`src/gpp_cfg.svh`:
```
/*
 Constants of the general purpose I/O port block: register map, reset values,
 pin positions of the two-wire bus and the indicator lamps, port geometry.
 Assumes inclusion by bare name from the package and from the top module.
*/
// Contract
// - up to seven 16-bit ports, some bits absent
// - direction bit 0 output, 1 input
// - output value write drives all output pins; code drives open-drain pins only low, skips active bus pins
// - output value read returns last write
// - level read returns present pin levels
// - level write acts as output value write
// - drain bit 0 push-pull, 1 open-drain
// - drain mode applies to every output pin
// - every pin independently input or output
// - two-wire bus pins leave gpio while used
// - port F bits 0,1 light lamps when high; code lights them only when driven high, not when pulled up
`ifndef GPP_CFG_SVH
`define GPP_CFG_SVH

`define GPP_MAX_PORTS 7
`define GPP_PORT_W 16
`define GPP_PORT_IDX_W 3
`define GPP_APB_AW 12

// byte address = port * stride + register offset
`define GPP_PORT_LSB 4
`define GPP_REG_LSB 2
`define GPP_OFS_DIR 2'h0
`define GPP_OFS_OUT 2'h1
`define GPP_OFS_LVL 2'h2
`define GPP_OFS_ODC 2'h3

`define GPP_RST_DIR 16'hFFFF
`define GPP_RST_OUT 16'h0000
`define GPP_RST_ODC 16'h0000

// two-wire bus shares port G bits 2 and 3
`define GPP_TWI_PORT 6
`define GPP_TWI_SCL_BIT 2
`define GPP_TWI_SDA_BIT 3

// lamps sit on port F bits 0 and 1
`define GPP_LAMP_PORT 5
`define GPP_LAMP_ONE_BIT 0
`define GPP_LAMP_TWO_BIT 1

`endif

```
`src/gpp_pkg.sv`:
```
/*
 Types shared by the general purpose I/O port block.
 Assumes gpp_cfg.svh on the include path.
*/
`include "gpp_cfg.svh"

package gpp_pkg;

   typedef enum logic [1:0] {
      GPP_REG_DIR = `GPP_OFS_DIR,
      GPP_REG_OUT = `GPP_OFS_OUT,
      GPP_REG_LVL = `GPP_OFS_LVL,
      GPP_REG_ODC = `GPP_OFS_ODC
   } gpp_reg_t;

   typedef struct packed {
      logic hit;
      logic [`GPP_PORT_IDX_W-1:0] port;
      gpp_reg_t sel;
   } gpp_dec_t;

endpackage : gpp_pkg

```
`src/gpp_top.sv`:
```
/*
 General purpose I/O ports with an APB register slave. Each port has a
 direction, output value, pin level and drain mode register. Pins are split
 into input, output and output enable; the pad resolves the wire.
 Assumes a 125 MHz mclk, synchronous active-high sys_rst, and a two-wire bus
 peripheral on the same clock that only ever pulls its lines low.
*/
`timescale 1ns/10ps
`default_nettype none
`include "gpp_cfg.svh"

module gpp_top import gpp_pkg::*; #(
   parameter int NUM_PORTS = `GPP_MAX_PORTS,
   parameter int PORT_W = `GPP_PORT_W,
   parameter logic [`GPP_MAX_PORTS*`GPP_PORT_W-1:0] BIT_PRESENT = '1
) (
   // clock and reset
   input wire logic mclk,
   input wire logic sys_rst,
   // apb slave
   input wire logic psel,
   input wire logic penable,
   input wire logic pwrite,
   input wire logic [`GPP_APB_AW-1:0] paddr,
   input wire logic [31:0] pwdata,
   input wire logic [3:0] pstrb,
   output logic [31:0] prdata,
   output logic pready,
   output logic pslverr,
   // pads, flattened port-major
   input wire logic [NUM_PORTS*PORT_W-1:0] pin_in,
   output logic [NUM_PORTS*PORT_W-1:0] pin_out,
   output logic [NUM_PORTS*PORT_W-1:0] pin_oe,
   // two-wire bus peripheral
   input wire logic twi_active,
   input wire logic twi_scl_oe,
   input wire logic twi_sda_oe,
   output logic twi_scl_in,
   output logic twi_sda_in,
   // indicator lamps
   output logic indicator_lamp_one,
   output logic indicator_lamp_two
);

   localparam int NB = NUM_PORTS * PORT_W;
   localparam int SCL_IDX = `GPP_TWI_PORT * PORT_W + `GPP_TWI_SCL_BIT;
   localparam int SDA_IDX = `GPP_TWI_PORT * PORT_W + `GPP_TWI_SDA_BIT;
   localparam int LAMP_ONE_PIN = `GPP_LAMP_PORT * PORT_W + `GPP_LAMP_ONE_BIT;
   localparam int LAMP_TWO_PIN = `GPP_LAMP_PORT * PORT_W + `GPP_LAMP_TWO_BIT;

   // per-port control registers
   logic [PORT_W-1:0] data_direction_bits_q [NUM_PORTS];
   logic [PORT_W-1:0] output_drive_value_q [NUM_PORTS];
   logic [PORT_W-1:0] drain_mode_select_q [NUM_PORTS];

   // synchronised pin levels
   logic [NB-1:0] pin_lvl;

   // pad drive
   logic [NB-1:0] pin_out_d;
   logic [NB-1:0] pin_oe_d;
   logic [NB-1:0] pin_out_q;
   logic [NB-1:0] pin_oe_q;

   // bus side
   gpp_dec_t dec;
   logic setup_phase;
   logic access_wr;
   logic [PORT_W-1:0] wmask;
   logic [PORT_W-1:0] wdata;
   logic [31:0] prdata_d;
   logic [31:0] prdata_q;
   logic err_q;
   logic lamp_one_q;
   logic lamp_two_q;

   // bits that exist in a port
   function automatic logic [PORT_W-1:0] present_bits(input int p);
      logic [PORT_W-1:0] m;
      m = '0;
      for (int b = 0; b < PORT_W; b++) begin
         m[b] = BIT_PRESENT[p * PORT_W + b];
      end
      return m;
   endfunction : present_bits

   // address to port and register, with hit for mapped word addresses
   function automatic gpp_dec_t decode(input logic [`GPP_APB_AW-1:0] a);
      gpp_dec_t d;
      logic [`GPP_APB_AW-1:0] upper;
      d.port = a[`GPP_PORT_LSB +: `GPP_PORT_IDX_W];
      d.sel = gpp_reg_t'(a[`GPP_REG_LSB +: 2]);
      upper = a >> (`GPP_PORT_LSB + `GPP_PORT_IDX_W);
      d.hit = (a[`GPP_REG_LSB-1:0] == '0) && (upper == '0)
         && (int'(d.port) < NUM_PORTS)
         && (present_bits(int'(d.port)) != '0);
      return d;
   endfunction : decode

   // byte-lane merge of a write into a register
   function automatic logic [PORT_W-1:0] merge(
      input logic [PORT_W-1:0] old,
      input logic [PORT_W-1:0] nw,
      input logic [PORT_W-1:0] m
   );
      return (old & ~m) | (nw & m);
   endfunction : merge

   // input pads pass two flip-flops before any logic
   gpp_sync2 #(
      .W(NB)
   ) u_pin_sync (
      .mclk(mclk),
      .sys_rst(sys_rst),
      .async_in(pin_in),
      .sync_out(pin_lvl)
   );

   // apb decode; zero wait states, data settled during setup
   assign dec = decode(paddr);
   assign setup_phase = psel & ~penable;
   assign access_wr = psel & penable & pwrite & dec.hit;
   assign wdata = pwdata[PORT_W-1:0];

   always_comb begin
      wmask = '0;
      for (int b = 0; b < PORT_W; b++) begin
         wmask[b] = pstrb[b / 8];
      end
   end

   // direction registers
   always_ff @(posedge mclk) begin
      for (int p = 0; p < NUM_PORTS; p++) begin
         if (sys_rst) begin
            data_direction_bits_q[p] <= `GPP_RST_DIR;
         end else if (access_wr && int'(dec.port) == p && dec.sel == GPP_REG_DIR) begin
            data_direction_bits_q[p] <= merge(data_direction_bits_q[p], wdata, wmask);
         end
      end
   end

   // output value registers, written through either address
   always_ff @(posedge mclk) begin
      for (int p = 0; p < NUM_PORTS; p++) begin
         if (sys_rst) begin
            output_drive_value_q[p] <= `GPP_RST_OUT;
         end else if (access_wr && int'(dec.port) == p
                      && (dec.sel == GPP_REG_OUT || dec.sel == GPP_REG_LVL)) begin
            output_drive_value_q[p] <= merge(output_drive_value_q[p], wdata, wmask);
         end
      end
   end

   // drain mode registers
   always_ff @(posedge mclk) begin
      for (int p = 0; p < NUM_PORTS; p++) begin
         if (sys_rst) begin
            drain_mode_select_q[p] <= `GPP_RST_ODC;
         end else if (access_wr && int'(dec.port) == p && dec.sel == GPP_REG_ODC) begin
            drain_mode_select_q[p] <= merge(drain_mode_select_q[p], wdata, wmask);
         end
      end
   end

   // read data captured in the setup cycle
   always_comb begin
      prdata_d = '0;
      if (dec.hit && !pwrite) begin
         for (int p = 0; p < NUM_PORTS; p++) begin
            if (int'(dec.port) == p) begin
               unique case (dec.sel)
                  GPP_REG_DIR: prdata_d[PORT_W-1:0] = data_direction_bits_q[p];
                  GPP_REG_OUT: prdata_d[PORT_W-1:0] = output_drive_value_q[p];
                  GPP_REG_LVL: prdata_d[PORT_W-1:0] = pin_lvl[p * PORT_W +: PORT_W];
                  GPP_REG_ODC: prdata_d[PORT_W-1:0] = drain_mode_select_q[p];
               endcase
               // absent bits read as zero
               prdata_d[PORT_W-1:0] = prdata_d[PORT_W-1:0] & present_bits(p);
            end
         end
      end
   end

   always_ff @(posedge mclk) begin
      if (sys_rst) begin
         prdata_q <= 32'h0000_0000;
      end else if (setup_phase) begin
         prdata_q <= prdata_d;
      end
   end

   always_ff @(posedge mclk) begin
      if (sys_rst) begin
         err_q <= 1'b0;
      end else if (setup_phase) begin
         err_q <= ~dec.hit;
      end
   end

   assign prdata = prdata_q;
   assign pready = 1'b1;
   assign pslverr = psel & penable & err_q;

   // pad drive per bit, each under its own controls
   always_comb begin
      pin_out_d = '0;
      pin_oe_d = '0;
      for (int p = 0; p < NUM_PORTS; p++) begin
         for (int b = 0; b < PORT_W; b++) begin
            if (BIT_PRESENT[p * PORT_W + b] && !data_direction_bits_q[p][b]) begin
               if (drain_mode_select_q[p][b]) begin
                  // open drain: only a low is driven
                  pin_oe_d[p * PORT_W + b] = ~output_drive_value_q[p][b];
                  pin_out_d[p * PORT_W + b] = 1'b0;
               end else begin
                  pin_oe_d[p * PORT_W + b] = 1'b1;
                  pin_out_d[p * PORT_W + b] = output_drive_value_q[p][b];
               end
            end
         end
      end
      if (twi_active) begin
         // bus peripheral owns its two lines and pulls them low only
         pin_oe_d[SCL_IDX] = twi_scl_oe;
         pin_out_d[SCL_IDX] = 1'b0;
         pin_oe_d[SDA_IDX] = twi_sda_oe;
         pin_out_d[SDA_IDX] = 1'b0;
      end
   end

   always_ff @(posedge mclk) begin
      if (sys_rst) begin
         pin_oe_q <= '0;
         pin_out_q <= '0;
      end else begin
         pin_oe_q <= pin_oe_d;
         pin_out_q <= pin_out_d;
      end
   end

   assign pin_oe = pin_oe_q;
   assign pin_out = pin_out_q;

   // bus peripheral sees the synchronised line levels
   assign twi_scl_in = pin_lvl[SCL_IDX];
   assign twi_sda_in = pin_lvl[SDA_IDX];

   // lamps lit only while driven high as outputs
   always_ff @(posedge mclk) begin
      if (sys_rst) begin
         lamp_one_q <= 1'b0;
         lamp_two_q <= 1'b0;
      end else begin
         lamp_one_q <= pin_oe_d[LAMP_ONE_PIN] & pin_out_d[LAMP_ONE_PIN];
         lamp_two_q <= pin_oe_d[LAMP_TWO_PIN] & pin_out_d[LAMP_TWO_PIN];
      end
   end

   assign indicator_lamp_one = lamp_one_q;
   assign indicator_lamp_two = lamp_two_q;

endmodule : gpp_top

`default_nettype wire

```
`src/gpp_sync2.sv`:
```
/*
 Two flip-flop synchroniser for a vector of pin levels.
 Assumes each bit is an independent asynchronous level.
*/
`timescale 1ns/10ps
`default_nettype none

module gpp_sync2 #(
   parameter int W = 16
) (
   // clock and reset
   input wire logic mclk,
   input wire logic sys_rst,
   // levels
   input wire logic [W-1:0] async_in,
   output logic [W-1:0] sync_out
);

   logic [W-1:0] meta_q;
   logic [W-1:0] sync_q;

   always_ff @(posedge mclk) begin
      if (sys_rst) begin
         meta_q <= '0;
         sync_q <= '0;
      end else begin
         meta_q <= async_in;
         sync_q <= meta_q;
      end
   end

   assign sync_out = sync_q;

endmodule : gpp_sync2

`default_nettype wire

```
`config.mk`:
```
export PLATFORM = sky130hd
export DESIGN_NAME = gpp_top
export DESIGN_NICKNAME = d
export VERILOG_FILES = /design/src/gpp_pkg.sv /design/src/gpp_top.sv /design/src/gpp_sync2.sv
export VERILOG_INCLUDE_DIRS = /design/src /design/src/src
export SDC_FILE = /design/constraint.sdc
export NUM_CORES = 1
export LEC_CHECK = 0
export BUFFER_PORTS_ARGS = -buffer_cell sky130_fd_sc_hd__buf_2
export CORE_UTILIZATION = 55
export DETAILED_ROUTE_END_ITERATION = 16
export PLACE_DENSITY = 0.79
export SYNTH_ARGS = -nofsm -noshare
export SYNTH_HDL_FRONTEND = slang
export SYNTH_HIERARCHICAL = 1
export SYNTH_SLANG_ARGS = --single-unit
```
`constraint.sdc`:
```
create_clock -name mclk -period 5 [get_ports mclk]
set_clock_uncertainty 0.05 [all_clocks]
set_input_delay 0.5 -clock mclk [delete_from_list [all_inputs] [get_ports mclk]]
set_output_delay 0.5 -clock mclk [all_outputs]
set_load 0.02 [all_outputs]
```
==> results_dict.tcl <==
set metrics [dict create \
    status "finished clean" \
    power.density_nw_per_um2 382 \
    synthCells 2710 \
    path_cells "buf_2 -> nor3b_2 -> nand4_1 -> nor2_1 -> a21o_1" \
    cp_slowest_cell "nor3b_2" \
    grt_pass1_vias 23200 \
    core_um2 57700 \
    max-clock-path-buffers 3 \
    ff2ff_path_depth 5 \
    worstPathMaxFanout 16 \
    avgSynthCellArea_um2 11.8 \
    grt_start_max_net_pins 181 \
    holdWs_ps 29.3 \
    cts_tree "yes" \
    start_util 0.556 \
    synth_ff_type "dfxtp_1" \
    synth_edf_count 336 \
    clkTransAtPathRegs_ps 60 \
    total_power_w 0.0141 \
    crit_end "drain_mode_select_q[1][3]" \
    first_pass_iters 10 \
    area_growth_pct 15.5 \
    startpoint "paddr[6]" \
    root_buffer "clkbuf_16" \
    port_buffers 394 \
    r2r-start "drain_mode_select_q[0][55]" \
    grt_remaining_overflow 0 \
    mostFrequentLayoutCells "dfxtp_1, buf_2, edfxtp_1, nand2b_1, a21oi_1" \
    ir_drop_uv 244 \
    ant_nets 0 \
    path_depth 5 \
    slew_headroom 0.176 \
    crit_required_ps 5200 \
    worstSetupEndpointType "flip-flop" \
    synthArstFlopShare 0 \
    post-route-drc-count 0 \
    tns_ps 0 \
    hold_path.class "in2reg" \
    place.gp.congestion 0.929 \
    synth_area_um2 32100 \
    max_cap_viol_count 0 \
    cts_setup_buffers 0 \
    arrival_ps 3140 \
    slew_viol_final 0 \
    die_y_um 243 \
    grt_use_total 0.330 \
    timing.rr.end "prdata[7]" \
    layout-drive-gt1-share 0.250 \
    drt-total-wl_mm 101 \
    layout.cells.non_filler 3835 \
    cts_buffers 81 \
    rows 88 \
    setup_viol 0 \
    cellLeakagePower_nw 13.8 \
    boundaryPins 430 \
    antenna_found_initial 6 \
    detail_route.wl_per_cell_um 26.3 \
    critical_path_class "in2reg" \
    dieWidth_um 243 \
    grt_pass1_wl_mm 146 \
    ys_ff_latch 803 \
    layout.nets 3173 \
    drtIter0Drc 3944 \
    tightest_slew_ps 1230 \
    clock_latency_ps 640 \
    placedCellCount 3678 \
    synth_cell_type_count 54 \
    vias 24300 \
    cp.buffers_inverters 1 \
    cts_sinks 803 \
    yosysWarningCount 6 \
    fin_crit_ps 2940 \
    final_common_cell "dfxtp_1" \
    synth-seq-area-share 0.606 \
    ctsHtreeMaxLevel 3 \
    die_area_um2 59300 \
    r2r_slack_ps 2910 \
    period_share 0.588 \
    finalHoldViolCount 0 \
    fmax_mhz 340 \
    start_kind "primary input" \
    crit_family "simple AND/OR/NAND/NOR gates" \
    routed_via_density 6.35 \
    cpPeakStageDelay_ps 970 \
    dpl.hpwl_mm 63.3 \
    rsz0062_at_grt "no" \
]
[Yosys cell counts, types with 20 or more instances]
master	instances	area, um^2
nor2b_1	121	757
a222oi_1	112	1120
edfxtp_1	336	10100
a21o_1	22	165
nor2_1	28	105
dfxtp_1	467	9350
nor4b_1	114	998
nand2b_1	325	2030
o21ai_0	57	285
a21oi_1	264	1320
a211oi_1	124	931
clkbuf_1	165	619
nand2_1	59	221
nor2b_2	130	1140
a21oi_2	40	350
nand3_1	98	490
buf_6	23	259
inv_1	20	75.1
[per-layer routing]
metal  share of wire  GRT usage
met4           0.049      0.158
met1            0.38      0.435
met3            0.12     0.0880
met2            0.45      0.504
met5         0.00059          0
[sequential cells by signal, indices dropped and copies added, names as in the netlist]
register	flops
data_direction_bits_q	112
drain_mode_select_q	112
err_q	1
indicator_lamp_one	1
indicator_lamp_two	1
output_drive_value_q	112
pin_oe	112
pin_out	112
prdata	16
u_pin_sync/meta_q	112
u_pin_sync/sync_out	112
[stage by stage]
| stage | setup WS [ps] | cell area, um^2 | utilization |
|---|---|---|---|
| final | 2060 | 37000 | 0.642 |
| after global routing | 1890 | 37000 | 0.642 |
| after CTS | 2150 | 37000 | 0.642 |
| after detailed placement | 1490 | 34200 | 0.594 |
| after global placement | 1530 | 34200 | 0.594 |
| after floorplan | 2090 | 32100 | - |
[where the power goes]
group	total, W	switching, W	leakage, nW	internal [W]
sequential	0.00707	0.000102	6.88	0.00697
combinational	0.000912	0.000612	5.54	0.000300
clock	0.00617	0.00261	1.36	0.00356
[area by class of cell]
type / count / area, um^2
diodes: 4 / 10.0
multi-input cells: 1662 / 11500
flip-flops and latches: 803 / 19400
well taps: 765 / 957
repair buffers: 431 / 2360
clock inverters: 34 / 233
inverters: 21 / 78.8
clock buffers: 115 / 2500
fillers: 4408 / 20700
[worst min-delay path by stage]
stage	startpoint	endpoint	cells past startpoint
after floorplan	u_pin_sync/meta_q[0]	u_pin_sync/sync_out[0]	1
after global placement	u_pin_sync/meta_q[90]	u_pin_sync/sync_out[90]	1
after detailed placement	u_pin_sync/meta_q[102]	u_pin_sync/sync_out[102]	1
after CTS	pin_in[102]	u_pin_sync/meta_q[102]	2
after global routing	pin_in[14]	u_pin_sync/meta_q[14]	2
final	pin_in[102]	u_pin_sync/meta_q[102]	2
[logic make-up after synthesis]
group	Yosys count	synth area share
compound gates	689	0.149
fa+ha+maj	5	0.00195
buf+inv	260	0.0400
flops	803	0.606
mux	18	0.00562
other cells	2	0.000234
simple gates	933	0.197
[worst register-to-register path: cells and delay by family (launching register included)]
kind / cells / cell delay, ps
compound gates: 5 / 1520
flops: 1 / 430
[timing repair]
action	4_1_cts	5_1_grt
gates resized for setup	0	0
hold endpoints to repair	4	0
hold buffers	4	0
(Power assumes the default switching activity.)
